**src/rtcy_map.svh**
```systemverilog
// Offsets, field positions, reset values and timing counts of the
// calendar year, control and alarm 0 block.
// Assumes a byte address of eight bits and a 32-bit register bus.
`ifndef RTCY_MAP_SVH
`define RTCY_MAP_SVH

`define RTCY_ADDR_W          8
`define RTCY_OFF_MONTH       8'h14
`define RTCY_OFF_YEAR        8'h18
`define RTCY_OFF_CTRL        8'h1C
`define RTCY_OFF_AL0_MIN     8'h20
`define RTCY_OFF_AL0_HOUR    8'h24
`define RTCY_OFF_AL0_WEEK    8'h28

`define RTCY_CTRL_RUN_BIT    0
`define RTCY_CTRL_SEL_LSB    1
`define RTCY_CTRL_SEL_MSB    2

`define RTCY_YEAR_RESET      8'h00
`define RTCY_MONTH_RESET     5'h01
`define RTCY_AL0_MIN_RESET   7'h00
`define RTCY_AL0_HOUR_RESET  6'h00
`define RTCY_AL0_WEEK_RESET  3'h0
`define RTCY_READ_ZERO       32'h0000_0000

`define RTCY_YEAR_MAX        8'h99
`define RTCY_YEAR_WRAP       8'h00
`define RTCY_MONTH_MAX       8'h12
`define RTCY_MONTH_MIN       8'h01
`define RTCY_MINUTE_MAX      8'h59
`define RTCY_HOUR_MAX        8'h23
`define RTCY_WEEK_ANY        3'h0

// Clock rate in kHz and half-second period in ms
`define RTCY_CLK_KHZ         10000
`define RTCY_HALF_PERIOD_MS  500
`define RTCY_HALF_CYCLES     (`RTCY_HALF_PERIOD_MS * `RTCY_CLK_KHZ)
`define RTCY_TB_W            23

`endif

```
**src/rtcy_pkg.sv**
```systemverilog
// Types shared by the calendar year, control and alarm 0 block.
// Assumes nothing of its surroundings.
package rtcy_pkg;

    typedef enum logic [1:0] {
        RTCY_PER_OFF  = 2'b00,
        RTCY_PER_HALF = 2'b01,
        RTCY_PER_SEC  = 2'b10,
        RTCY_PER_MIN  = 2'b11
    } rtcy_per_sel_e;

endpackage

```
**src/rtcy_time_base.sv**
```systemverilog
// Free running time base: half-second and one-hertz ticks.
// Assumes clear is a one-cycle pulse in the clock_in domain.
`timescale 1ns/1ps
`include "rtcy_map.svh"

module rtcy_time_base #(
    parameter int HALF_CYCLES = `RTCY_HALF_CYCLES
) (
    input  wire logic                    clock_in,
    input  wire logic                    reset_in,
    input  wire logic                    clear_in,
    output logic [`RTCY_TB_W-1:0]        count_out,
    output logic                         half_tick_out,
    output logic                         one_hz_out
);
    logic [`RTCY_TB_W-1:0] count_q;
    logic [`RTCY_TB_W-1:0] count_d;
    logic                  phase_q;
    logic                  phase_d;
    logic                  half_q;
    logic                  half_d;
    logic                  hz_q;
    logic                  hz_d;
    logic                  wrap;

    // Keeps running while the clock is stopped so half-second and
    // one-second requests still come out
    always_comb begin
        wrap    = (count_q == `RTCY_TB_W'(HALF_CYCLES - 1));
        count_d = wrap ? '0 : count_q + `RTCY_TB_W'(1);
        phase_d = wrap ? ~phase_q : phase_q;
        half_d  = wrap;
        hz_d    = wrap & phase_q;
        if (clear_in) begin
            count_d = '0;
            phase_d = 1'b0;
            half_d  = 1'b0;
            hz_d    = 1'b0;
        end
    end

    always_ff @(posedge clock_in or posedge reset_in) begin
        if (reset_in) begin
            count_q <= '0;
            phase_q <= 1'b0;
            half_q  <= 1'b0;
            hz_q    <= 1'b0;
        end else begin
            count_q <= count_d;
            phase_q <= phase_d;
            half_q  <= half_d;
            hz_q    <= hz_d;
        end
    end

    assign count_out     = count_q;
    assign half_tick_out = half_q;
    assign one_hz_out    = hz_q;

endmodule

```
**src/rtcy_top.sv**
```systemverilog
// Calendar year counter, month counter, clock control and alarm 0.
// Assumes minute, hour, weekday and second carry come from counters
// outside, synchronous to clock_in; register strobes are one cycle.
// Operation
// Year holds two BCD digits in bits 7..0, reset 00.
// Year advances by one when month rolls from 12 to 01.
// Writing year also clears the time base counter.
// Software loads year only while the clock is stopped.
// Software rereads year until two reads agree.
// Select field bits 2..1: off, half second, second, minute; reset 00.
// Control bit 0 runs the clock when 1, stops it when 0.
// Half-second and one-second requests come even while stopped.
// One-minute request never comes while stopped; a carry meeting a stop write still raises it in the first stopped cycle.
// Stopping the clock suppresses a coinciding seconds increment.
// Run bit reads zero within one cycle after writing zero.
// Software stops and polls run bit before reconfiguring.
// Software programs registers and clears interrupts before start.
// Alarm minute holds BCD 00..59 in bits 6..0, reset 00.
// Alarm hour holds BCD 00..23 in bits 5..0, reset 00.
// Impossible alarm compare values never raise the alarm.
// Alarm weekday holds 0..7 in bits 2..0, reset 0.
// Alarm weekday zero matches every day.
// Month holds BCD 01..12 and supplies the year rollover.
// Alarm raised once when minute, hour and weekday all match.
// Periodic requests derive from time base and seconds rollover.
`timescale 1ns/1ps
`include "rtcy_map.svh"

module rtcy_top #(
    parameter int HALF_CYCLES = `RTCY_HALF_CYCLES
) (
    input  wire logic                    clock_in,
    input  wire logic                    reset_in,
    input  wire logic [`RTCY_ADDR_W-1:0] addr_in,
    input  wire logic [31:0]             wr_data_in,
    input  wire logic                    wr_in,
    input  wire logic                    rd_in,
    input  wire logic                    day_carry_in,
    input  wire logic                    sec_carry_in,
    input  wire logic                    tb_clear_in,
    input  wire logic [6:0]              minute_in,
    input  wire logic [5:0]              hour_in,
    input  wire logic [2:0]              weekday_in,
    output logic [31:0]                  rd_data_out,
    output logic                         clock_run_out,
    output logic                         second_inc_out,
    output logic                         periodic_irq_out,
    output logic                         alarm_zero_irq_out
);

    function automatic logic [7:0] bcd_next(input logic [7:0] v,
                                            input logic [7:0] max,
                                            input logic [7:0] wrap);
        if (v == max)
            return wrap;
        else if (v[3:0] == 4'h9)
            return {v[7:4] + 4'h1, 4'h0};
        else
            return {v[7:4], v[3:0] + 4'h1};
    endfunction

    function automatic logic bcd_ok(input logic [7:0] v,
                                    input logic [7:0] max);
        return (v[7:4] <= 4'h9) && (v[3:0] <= 4'h9) && (v <= max);
    endfunction

    // Register state
    logic [7:0]                 year_q;
    logic [7:0]                 year_d;
    logic [4:0]                 month_q;
    logic [4:0]                 month_d;
    logic                       run_q;
    logic                       run_d;
    rtcy_pkg::rtcy_per_sel_e    sel_q;
    rtcy_pkg::rtcy_per_sel_e    sel_d;
    logic [6:0]                 al_min_q;
    logic [6:0]                 al_min_d;
    logic [5:0]                 al_hour_q;
    logic [5:0]                 al_hour_d;
    logic [2:0]                 al_week_q;
    logic [2:0]                 al_week_d;
    logic [31:0]                rd_q;
    logic [31:0]                rd_d;

    // Event state
    logic                       sec_inc_q;
    logic                       sec_inc_d;
    logic                       per_q;
    logic                       per_d;
    logic                       match_q;
    logic                       match_d;
    logic                       alarm_q;
    logic                       alarm_d;

    // Decode and helpers
    logic                       wr_year;
    logic                       wr_month;
    logic                       wr_ctrl;
    logic                       tb_clear;
    logic                       month_roll;
    logic                       alarm_valid;
    logic                       alarm_equal;
    logic [`RTCY_TB_W-1:0]      tb_count;
    logic                       half_tick;
    logic                       one_hz;

    assign wr_year  = wr_in && (addr_in == `RTCY_OFF_YEAR);
    assign wr_month = wr_in && (addr_in == `RTCY_OFF_MONTH);
    assign wr_ctrl  = wr_in && (addr_in == `RTCY_OFF_CTRL);
    // Calendar writes restart the second so the new time is exact
    assign tb_clear = wr_year || wr_month || tb_clear_in;

    rtcy_time_base #(
        .HALF_CYCLES (HALF_CYCLES)
    ) u_time_base (
        .clock_in      (clock_in),
        .reset_in      (reset_in),
        .clear_in      (tb_clear),
        .count_out     (tb_count),
        .half_tick_out (half_tick),
        .one_hz_out    (one_hz)
    );

    // Calendar and control registers
    always_comb begin
        month_roll = run_q && day_carry_in
                     && ({3'h0, month_q} == `RTCY_MONTH_MAX);
        year_d    = year_q;
        month_d   = month_q;
        run_d     = run_q;
        sel_d     = sel_q;
        al_min_d  = al_min_q;
        al_hour_d = al_hour_q;
        al_week_d = al_week_q;
        if (run_q && day_carry_in) begin
            // Top bits of the result stay zero for a legal month
            month_d = 5'(bcd_next({3'h0, month_q}, `RTCY_MONTH_MAX,
                                  `RTCY_MONTH_MIN));
        end
        if (month_roll) begin
            year_d = bcd_next(year_q, `RTCY_YEAR_MAX,
                              `RTCY_YEAR_WRAP);
        end
        if (wr_in) begin
            case (addr_in)
                `RTCY_OFF_YEAR: begin
                    year_d = wr_data_in[7:0];
                end
                `RTCY_OFF_MONTH: begin
                    month_d = wr_data_in[4:0];
                end
                `RTCY_OFF_CTRL: begin
                    run_d = wr_data_in[`RTCY_CTRL_RUN_BIT];
                    sel_d = rtcy_pkg::rtcy_per_sel_e'(
                        wr_data_in[`RTCY_CTRL_SEL_MSB:`RTCY_CTRL_SEL_LSB]);
                end
                `RTCY_OFF_AL0_MIN: begin
                    al_min_d = wr_data_in[6:0];
                end
                `RTCY_OFF_AL0_HOUR: begin
                    al_hour_d = wr_data_in[5:0];
                end
                `RTCY_OFF_AL0_WEEK: begin
                    al_week_d = wr_data_in[2:0];
                end
                default: begin
                end
            endcase
        end
    end

    always_ff @(posedge clock_in or posedge reset_in) begin
        if (reset_in) begin
            year_q    <= `RTCY_YEAR_RESET;
            month_q   <= `RTCY_MONTH_RESET;
            run_q     <= 1'b0;
            sel_q     <= rtcy_pkg::RTCY_PER_OFF;
            al_min_q  <= `RTCY_AL0_MIN_RESET;
            al_hour_q <= `RTCY_AL0_HOUR_RESET;
            al_week_q <= `RTCY_AL0_WEEK_RESET;
        end else begin
            year_q    <= year_d;
            month_q   <= month_d;
            run_q     <= run_d;
            sel_q     <= sel_d;
            al_min_q  <= al_min_d;
            al_hour_q <= al_hour_d;
            al_week_q <= al_week_d;
        end
    end

    // Read path, data in the cycle after the strobe
    always_comb begin
        rd_d = `RTCY_READ_ZERO;
        if (rd_in) begin
            case (addr_in)
                `RTCY_OFF_YEAR:     rd_d[7:0] = year_q;
                `RTCY_OFF_MONTH:    rd_d[4:0] = month_q;
                `RTCY_OFF_CTRL:     rd_d[2:0] = {sel_q, run_q};
                `RTCY_OFF_AL0_MIN:  rd_d[6:0] = al_min_q;
                `RTCY_OFF_AL0_HOUR: rd_d[5:0] = al_hour_q;
                `RTCY_OFF_AL0_WEEK: rd_d[2:0] = al_week_q;
                default:            rd_d = `RTCY_READ_ZERO;
            endcase
        end
    end

    always_ff @(posedge clock_in or posedge reset_in) begin
        if (reset_in) begin
            rd_q <= `RTCY_READ_ZERO;
        end else begin
            rd_q <= rd_d;
        end
    end

    // Events: seconds advance, periodic request, alarm 0
    always_comb begin
        // Next run value gates the tick, so a stop write wins
        sec_inc_d = one_hz && run_q && run_d;
        case (sel_q)
            rtcy_pkg::RTCY_PER_OFF:  per_d = 1'b0;
            rtcy_pkg::RTCY_PER_HALF: per_d = half_tick;
            rtcy_pkg::RTCY_PER_SEC:  per_d = one_hz;
            rtcy_pkg::RTCY_PER_MIN:  per_d = sec_carry_in && run_q;
            default:                 per_d = 1'b0;
        endcase
        alarm_valid = bcd_ok({1'b0, al_min_q}, `RTCY_MINUTE_MAX)
                      && bcd_ok({2'h0, al_hour_q}, `RTCY_HOUR_MAX);
        alarm_equal = (minute_in == al_min_q) && (hour_in == al_hour_q)
                      && ((al_week_q == `RTCY_WEEK_ANY)
                          || (weekday_in == al_week_q));
        match_d = run_q && alarm_valid && alarm_equal;
        // Edge only: a match lasts a whole minute
        alarm_d = match_d && !match_q;
    end

    always_ff @(posedge clock_in or posedge reset_in) begin
        if (reset_in) begin
            sec_inc_q <= 1'b0;
            per_q     <= 1'b0;
            match_q   <= 1'b0;
            alarm_q   <= 1'b0;
        end else begin
            sec_inc_q <= sec_inc_d;
            per_q     <= per_d;
            match_q   <= match_d;
            alarm_q   <= alarm_d;
        end
    end

    assign rd_data_out        = rd_q;
    assign clock_run_out      = run_q;
    assign second_inc_out     = sec_inc_q;
    assign periodic_irq_out   = per_q;
    assign alarm_zero_irq_out = alarm_q;
endmodule

```
**config.mk**
```make
export PLATFORM = sky130hd
export DESIGN_NAME = rtcy_top
export DESIGN_NICKNAME = d
export VERILOG_FILES = /design/src/rtcy_pkg.sv /design/src/rtcy_time_base.sv /design/src/rtcy_top.sv
export VERILOG_INCLUDE_DIRS = /design/src /design/src/src
export SDC_FILE = /design/constraint.sdc
export NUM_CORES = 1
export LEC_CHECK = 0
export ABC_AREA = 1
export BUFFER_PORTS_ARGS = -buffer_cell sky130_fd_sc_hd__buf_4
export CORE_ASPECT_RATIO = 0.8
export CORE_MARGIN = 5
export CORE_UTILIZATION = 55
export DETAILED_ROUTE_END_ITERATION = 10
export PLACE_DENSITY = 0.88
export SYNTH_ARGS = -nofsm -noshare
export SYNTH_HDL_FRONTEND = slang
export SYNTH_SLANG_ARGS = --single-unit
```
**constraint.sdc**
```tcl
create_clock -name clock_in -period 6.4 [get_ports clock_in]
set_clock_uncertainty 0.15 [all_clocks]
set_input_delay 0.64 -clock clock_in [delete_from_list [all_inputs] [get_ports clock_in]]
set_output_delay 0.64 -clock clock_in [all_outputs]
set_load 0.005 [all_outputs]
```
Yosys cells after proc, flatten, opt, wreduce, memory -nomap -nowiden
Cells that the tools add are included.

Bits in registers: 94. Input bits: 63. Output and inout port bits: 36. Logic and storage cells: 99.

Bitwise logic cells: 2. Magnitude comparators: 6. Add/sub/neg operators: 5. Muxes and demuxes: 25. Reductions and logical operators: 28. Equality and inequality tests: 17.

Operators by type and width (number): 2-to-1 mux 8 bit (6); 2-to-1 mux 23 bit (2); 2-to-1 mux 5 bit (5); equality test 8 x 5 -> 1 bit, second input constant (3); equality test 8 x 6 -> 1 bit, second input constant (3); adder 23 x 1 -> 23 bit, second input constant (1); equality test 23 bit, second input constant (1); one-hot mux 3 bit (6 select lines) (1); logical AND 1 bit (17); adder 4 x 1 -> 4 bit, second input constant (3); equality test 4 bit, second input constant (2); equality test 8 bit, second input constant (1); less-or-equal comparator 4 bit, second input constant (2); one-hot mux 2 bit (4 select lines) (1); AND reduction 2 bit (4); equality test 7 bit (1); less-or-equal comparator 7 bit, second input constant (1); 2-to-1 mux 1 bit (7); equality test 6 bit (1); less-or-equal comparator 6 bit, second input constant (1); equality test 5 bit, second input constant (1); equality test 2 bit, second input constant (2); less-or-equal comparator 2 x 4 -> 1 bit, second input constant (1); less-or-equal comparator 3 x 4 -> 1 bit, second input constant (1); 13 further kinds (15).

Logic depth before layout (Yosys ltp)
Gate-level depths: netlist (run 1).

Word-level depth: 7. Depth in mapped cells: 9. Depth with buffers taken out: 9.

Hierarchy
Synthesis (run 1) repeated with hierarchy kept, for this count alone.

Cells, all modules: 619. Area total of the unflattened synthesis: 4451.8 sq um.

By module, submodules not included: rtcy_top (seq. area each 1102.3 sq um, area each 2986.6 sq um, cells each 420, times used 1); rtcy_time_base (seq. area each 650.6 sq um, area each 1465.2 sq um, cells each 199, times used 1).

Least setup slack after synthesis (run 1)
OpenSTA, ideal clock, no wires.

Path kind: input -> register. From: input addr_in[6]. To: register u_time_base.count_q[12] (netlist: u_time_base.count_out[12]). Data required time: 6.131 ns. Slack: 4.672 ns. Arrival time: 1.459 ns. Stages: 8. Library setup time: 0.119 ns. Path buffers: 2. Cell sequence: inv_1 > nand2_2 > nor2_4 > nand3_1 > buf_2 > nand3_4 > buf_6 > nor2_1.

Longest elaborated chain between the ends: 5. Elaborated cells between the ends (all ways): 7. Those cells by class: eq/ne (2); mux (1); reduce/logical (4).

RTL lines: start: declaration (line rtcy_top.sv:34) `` input wire logic [`RTCY_ADDR_W-1:0] addr_in, ``; equality test 8 x 5 -> 1 bit; logical AND 1 bit, on equally long branches (line rtcy_top.sv:107, rtcy_top.sv:108); logical OR 1 bit (*) (2 in series) (line rtcy_top.sv:111) `assign tb_clear = wr_year || wr_month || tb_clear_in;`; 2-to-1 mux 23 bit (*) (line rtcy_time_base.sv:34) `if (clear_in) begin`; net u_time_base.count_d[12] (line rtcy_time_base.sv:17) `` logic [`RTCY_TB_W-1:0] count_d; ``; end signal: assignment (line rtcy_time_base.sv:49) `count_q <= count_d;`; end: declaration (line rtcy_time_base.sv:16) `` logic [`RTCY_TB_W-1:0] count_q; ``.

The timed path passes the listed nets; every way through them passes the cells marked *. A chain may end at the register's enable or synchronous reset.

Final worst setup path (run 1)
From: input addr_in[0]. To: register u_time_base.count_q[19] (netlist: u_time_base.count_out[19]).

The elaborated chain is that of the path after synthesis.

==> results of run 1 <==
==> through the flow <==
stage / hold slack [ns] / setup WS, ns / total power [mW] / instances / area [sq um]
CTS: 0.263 / 3.98 / 1.05 / 769 / 4890
finish: 0.260 / 3.95 / 1.05 / 769 / 4890
global route: 0.275 / 3.76 / 1.10 / 769 / 4890
detailed placement: 0.255 / 3.60 / 0.720 / 755 / 4720
floorplan: 0.236 / 3.84 / 0.667 / 630 / 4470
global placement: 0.245 / 3.69 / 0.710 / 755 / 4720
==> final timing paths <==
check,startpoint,to,slack [ns]
worst max-delay path,addr_in[0],u_time_base.count_out[19],3.95
worst min-delay path,match_q,alarm_zero_irq_out,0.26
worst max register to register,u_time_base.count_out[0],u_time_base.count_out[19],4.37
worst min register to register,match_q,alarm_zero_irq_out,0.26
max in group asynchronous,reset_in,u_time_base.phase_q,5.14
min in group asynchronous,reset_in,u_time_base.count_out[14],0.39
==> where the power goes <==
| part | internal, mW | switching (mW) | leakage (nW) |
|---|---|---|---|
| clock network | 0.168 | 0.159 | 0.0914 |
| registers | 0.481 | 0.0500 | 0.896 |
| logic | 0.0757 | 0.113 | 1.45 |
==> Yosys cell counts <==
master / n
ha_1: 5
a31oi_1: 2
buf_6: 6
o21ai_1: 7
nand4_1: 4
a21oi_1: 8
inv_1: 78
or2_2: 1
xnor2_1: 10
and3_1: 1
o22ai_1: 2
o21ai_2: 1
a311oi_1: 1
o211ai_1: 1
nand3_4: 1
dfrtp_1: 69
nand3_2: 2
nand2_2: 4
buf_4: 26
o21bai_1: 3
nor3_4: 2
nand2_1: 147
nor2_2: 4
nor2_4: 4
nor3_1: 8
nor2_1: 96
dfstp_2: 1
and2_1: 1
nand3_1: 73
buf_2: 2
conb_1: 1
nand3b_1: 1
nand2_4: 1
o21a_1: 2
o21ai_0: 20
xor2_1: 12
==> cell families after synthesis <==
family	Yosys count	share of synthesized area [%]
XOR/XNOR	22	4.39
adder cells (fa/ha/maj)	5	1.43
flip-flops	70	40.0
buffers and inverters	112	12.9
AND/OR/NAND/NOR	350	35.2
other	1	0.0855
AO/OA/AOI/OAI	47	5.99
==> routing by layer <==
metal / global-route usage, % / vias to the layer above / wire, um
met3: 5.37 / 31 / 1210
met4: 8.83 / 0 / 260
met5: 0 / - / 0
li1: - / 1962 / -
met2: 32.5 / 250 / 4800
met1: 33.8 / 1899 / 4680
==> registers in the layout (all words and copies together), names as in the netlist <==
register,count
alarm_zero_irq_out,1
year_q,8
second_inc_out,1
al_week_q,3
u_time_base.phase_q,1
sel_q,2
u_time_base.half_tick_out,1
u_time_base.count_out,23
al_min_q,7
al_hour_q,6
clock_run_out,1
month_q,5
u_time_base.one_hz_out,1
match_q,1
rd_data_out,8
periodic_irq_out,1
==> cell type report <==
type / instances / share of cell area, %
multi-input combinational: 448 / 44.0
inverter: 78 / 5.99
sequential: 70 / 35.8
tap: 108 / 2.76
clock inverter: 1 / 0.102
clock buffer: 13 / 3.45
timing repair buffer: 51 / 7.83
==> worst max-delay path: stages <==
cell	delay (ns)
buf_4	0.11
inv_1	0.09
nand3_1	0.10
nor2_2	0.43
nand3_1	0.48
inv_1	0.17
nor2_2	0.06
nand2_1	0.35
nor2_1	0.10
==> flow_summary.ini, run 1 <==
[final_layout]
final_layout_size_suffix_gt1_share_pct = 13.0
antennaDiodeCount = 0
seqCellArea_sq_um = 1750
mostFrequentLayoutCell = nand2_1
final_cell_mix = nand2_1 (147), nor2_1 (96), inv_1 (77)
multiInputGateArea_sq_um = 2150
n_fill_cell = 696
final_core_util_pct = 62.4
finalNetCount = 726
area_delta_synth_final_pct = 11.5

[clock_tree]
htree_levels = 3
clk_latency_ns = 0.35
cts.sinks = 70
cts_tree = done
clockRootBuffer = clkbuf_8
clockBufferDepth = 2
cts_setup_buffers = 0
cts.clk_slew.worst_paths_ns = 0.07
post_cts_resized = 0
hold_buffers = 0
numCtsBuffers = 9

[timing]
min_period_ns = 2.45
rsz0062_at_grt = false
hold_viol = 0
clock.fmax_mhz = 408
slew_violations = 0
setup_viol = 0
maxSlewHeadroom_pct = 42.3
period_share_pct = 38.3
tns_ns = 0
worstMarginPinSlew_ns = 0.865

[logic_synthesis]
synthTopCellsByArea = dfrtp_1 (39%), nand2_1 (13%), nand3_1 (8.3%)
synth_cell_types = 36
synth_area_sq_um = 4390
synth_top_area_share_pct = 39.4
synthCells = 607
synth.avg_cell_area_sq_um = 7.22
yosys_warnings = 0
ys_ff_latch = 70
seq_area_frac_synth_pct = 40.0
yosysTopAreaCell = dfrtp_1

[global_route]
grt_pass1_vias = 3775
grt_pass1_wl_um = 17800
antenna_found_initial = 0
track_usage_pct = 22.9
grt_max_degree = 71
global_route.overflow_total = 0

[placed_design]
dpl.hpwl_um = 8210
io_buffers = 50
gp_congestion = 1.05

[detailed_routing]
vias = 4142
wl_per_cell_um = 14.2
drt_iter0_drc = 351
antenna_left = 0
routed_wirelength_um = 10900
avgViaCountPerCell = 5.39
firstDrtPassIters = 6
drc = 0

[min_path]
hold_class = reg2reg
holdPathStages = 1

[worst_setup_path]
crit_path_max_fanout = 11
r2r_cells = 8
worstPathRequired_ns = 6.47
worstPathArrival_ns = 2.52
worstSetupStartpointType = input pin
end_kind = flop
crit_type = in2reg

[floorplan]
die_height_um = 89.9
core-area_sq_um = 7840
start_util_pct = 56.0
die_w_um = 110
dieArea_sq_um = 9870
core.rowCount = 29
io_pins = 99

[power]
p_leak_nw = 2.43
peakVddDrop_v = 0.000117
p_per_area_nw_per_um2 = 214

[status]
status = completed

[run]
maxCapViolations = 0
Note: power is estimated with default switching activity, not from simulation.
==> inputs of run 2 (changes only) <==
--- a/config.mk
+++ b/config.mk
@@ -6,13 +6,13 @@
 export SDC_FILE = /design/constraint.sdc
 export NUM_CORES = 1
 export LEC_CHECK = 0
-export ABC_AREA = 1
+export ABC_AREA = 0
 export BUFFER_PORTS_ARGS = -buffer_cell sky130_fd_sc_hd__buf_4
 export CORE_ASPECT_RATIO = 0.8
 export CORE_MARGIN = 5
-export CORE_UTILIZATION = 55
+export CORE_UTILIZATION = 54
 export DETAILED_ROUTE_END_ITERATION = 10
-export PLACE_DENSITY = 0.88
+export PLACE_DENSITY = 0.87
 export SYNTH_ARGS = -nofsm -noshare
 export SYNTH_HDL_FRONTEND = slang
 export SYNTH_SLANG_ARGS = --single-unit
==> constraint.sdc (replaced) <==
create_clock -name clock_in -period 2.4 [get_ports clock_in]
set_clock_uncertainty 0.15 [all_clocks]
set_input_delay 0.24 -clock clock_in [delete_from_list [all_inputs] [get_ports clock_in]]
set_output_delay 0.24 -clock clock_in [all_outputs]
set_load 0.005 [all_outputs]
==> run 2 against run 1 <==
  * Clock power increased to 3.3 times the previous value
  * Sequential share of layout area increased by 0.50 points
  * Setup slack worse by 3.8 ns
  * Critical path depth fell by 3
  * Die area is 4.3% lower
  * Critical path type is now reg2reg
  * Non-clock buffer count is 17 higher
  * Via count decreased by 14%
  * Power grew to 2.5 times the previous value
  * Core utilization grew 2.8 points
  * Highest routed layer unchanged
==> flow_summary.ini, run 2 <==
[power]
clkPwrFrac_pct = 40.2
power.internal_mw = 1.97
seqPwrFrac_pct = 49.1
power_frac_comb_pct = 10.8
p_leak_nw = 2.14
p_per_area_nw_per_um2 = 550
p_switching_mw = 0.682
swShare_pct = 25.7
peakVddDrop_v = 0.000376

[final_layout]
final_cell_area_sq_um = 4820
mostFrequentLayoutCell = dfrtp_1
multiInputGateArea_sq_um = 2140
fin_cells = 594
final_cell_mix = dfrtp_1 (69), buf_4 (61), nor2_1 (36)
n_fill_cell = 566
finalNetCount = 552
seqCellArea_sq_um = 1750
final_layout_size_suffix_gt1_share_pct = 22.5
area_delta_synth_final_pct = 17.6
antennaDiodeCount = 0
largest_reg_flops = 23

[global_route]
grt_pass1_wl_um = 16600
global_route.overflow_total = 0
antenna_found_initial = 0
track_usage_pct = 22.7
grt_pass1_vias = 3427
grt_max_degree = 29

[clock_tree]
post_cts_resized = 0
clockRootBuffer = clkbuf_8
cts.clk_slew.worst_paths_ns = 0.07
cts.sinks = 70
numCtsBuffers = 9
hold_buffers = 7
cts_setup_buffers = 0
clockBufferDepth = 2
clk_latency_ns = 0.35
htree_levels = 3
cts_tree = done

[status]
status = completed

[timing]
slew_violations = 0
tns_ns = 0
hold_viol = 0
setup_viol = 0
clock.fmax_mhz = 446
rsz0062_at_grt = false
worstMarginPinSlew_ns = 0.554
maxSlewHeadroom_pct = 63.0
period_share_pct = 93.5
layout_setup_ws_ns = 0.157
min_period_ns = 2.24

[logic_synthesis]
synthCells = 421
synth.avg_cell_area_sq_um = 9.74
ys_ff_latch = 70
yosysTopAreaCell = dfrtp_1
synth_area_sq_um = 4100
yosysMostFrequentCell = dfrtp_1
synth_edf_count = 0
synth_flop_cell = dfrtp_1
async_flop_share_pct = 100
synthTopCellsByArea = dfrtp_1 (42%), mux2_2 (5.2%), buf_4 (4.4%)
synth_top_area_share_pct = 42.1
yosys_warnings = 0
synth_commonest_cells = dfrtp_1 (69), nor2_1 (36), buf_4 (24), nand2_1 (23)
seq_area_frac_synth_pct = 42.7
synth_cell_types = 67

[min_path]
holdPathStages = 3
hold-path-endpoint = month_q[1]
worstHoldStart = wr_data_in[1]
hold_class = in2reg

[worst_setup_path]
startpoint = u_time_base.count_out[0]
worstSetupStartpointType = flop
worstPathRequired_ns = 2.48
r2r-end = u_time_base.count_out[11]
crit_path_max_fanout = 22
worstPathArrival_ns = 2.33
r2r-start = u_time_base.count_out[0]
crit_type = reg2reg
r2r_cells = 6
end_kind = flop
r2r_slack_ns = 0.16

[detailed_routing]
routed_wirelength_um = 10200
vias = 3561
drt_iter0_drc = 334
firstDrtPassIters = 5
avgViaCountPerCell = 5.99
drc = 0
wl_per_cell_um = 17.2
antenna_left = 0

[placed_design]
dp_worst_setup_slack_ns = 0.165
dpl.hpwl_um = 7330
place_area_sq_um = 4530
gp_congestion = 0.903
placed_cells = 571
io_buffers = 50

[floorplan]
die_height_um = 88.0
io_pins = 99
core.rowCount = 28
core-area_sq_um = 7390
dieArea_sq_um = 9450
start_util_pct = 55.5
die_w_um = 107

[run]
maxCapViolations = 0
## run 2: changes by cell type in the layout (fill, tap and decap cells not counted), moves of 7 or more
cell,before,now
buf_4,51,61
nand2_1,147,23
dlygate4sd3_1,0,7
or3_1,0,9
nor2_1,96,36
mux2_2,0,19
nand3_1,73,15
o21ai_1,7,0
nand4_1,4,11
inv_1,77,11
nor4_1,0,12
mux2i_1,0,8
a21oi_1,8,20
## run 2: worst max-delay path, cell delays in order (launching register included)
cell and delay [ns]:
dfrtp_1 0.38, ha_1 0.23, nand2_1 0.19, or4_1 0.64, o21bai_1 0.17, buf_4 0.27
nor2_1 0.09
## run 2: area by class of cell
type / instances / share of cell area (%)
tap: 105 / 2.72
sequential: 70 / 36.3
multi-input combinational: 323 / 44.4
timing repair buffer: 68 / 10.9
inverter: 12 / 0.934
clock inverter: 6 / 1.76
clock buffer: 10 / 2.85
## run 2: kinds of logic after synthesis
| kind of cell | after synthesis | share of synthesized area [%] |
|---|---|---|
| simple gates | 164 | 23.6 |
| compound gates | 77 | 12.3 |
| flops | 70 | 42.7 |
| buf+inv | 51 | 7.11 |
| xor+xnor | 26 | 5.55 |
| mux | 27 | 7.17 |
| other cells | 1 | 0.0914 |
| fa+ha+maj | 5 | 1.53 |
## run 2: how the worst max path moves through the flow
stage / end / cells after the start
global route: u_time_base.count_out[22] / 5
floorplan: al_hour_q[0] / 1
detailed placement: rd_data_out[4] / 5
finish: u_time_base.count_out[11] / 6
CTS: u_time_base.count_out[14] / 6
global placement: rd_data_out[3] / 5
## run 2: power groups by stage
stage          Clock (mW)  Combinational (mW)  Sequential [mW]
3_3_place_gp            0               0.259             1.32
2_1_floorplan           0               0.211             1.28
6_report             1.07               0.286             1.30
5_1_grt              1.13               0.315             1.31
3_5_place_dp            0               0.269             1.32
4_1_cts              1.08               0.282             1.30
## run 2: metal layers
layer,up-vias,GRT usage (%),wire length (um)
li1,1623,-,-
met1,1697,32.9,4470
met2,215,32.9,4360
met3,26,6.26,1140
met4,0,7.91,255
met5,-,0,0
## run 2: stage by stage
step	hold slack (ns)	util, %	power (mW)
final	0.0365	65.3	2.65
after global routing	0.0402	65.3	2.75
after CTS	0.0131	65.3	2.66
after detailed placement	0.159	61.3	1.59
after global placement	0.151	61.3	1.58
after floorplan	0.196	-	1.49
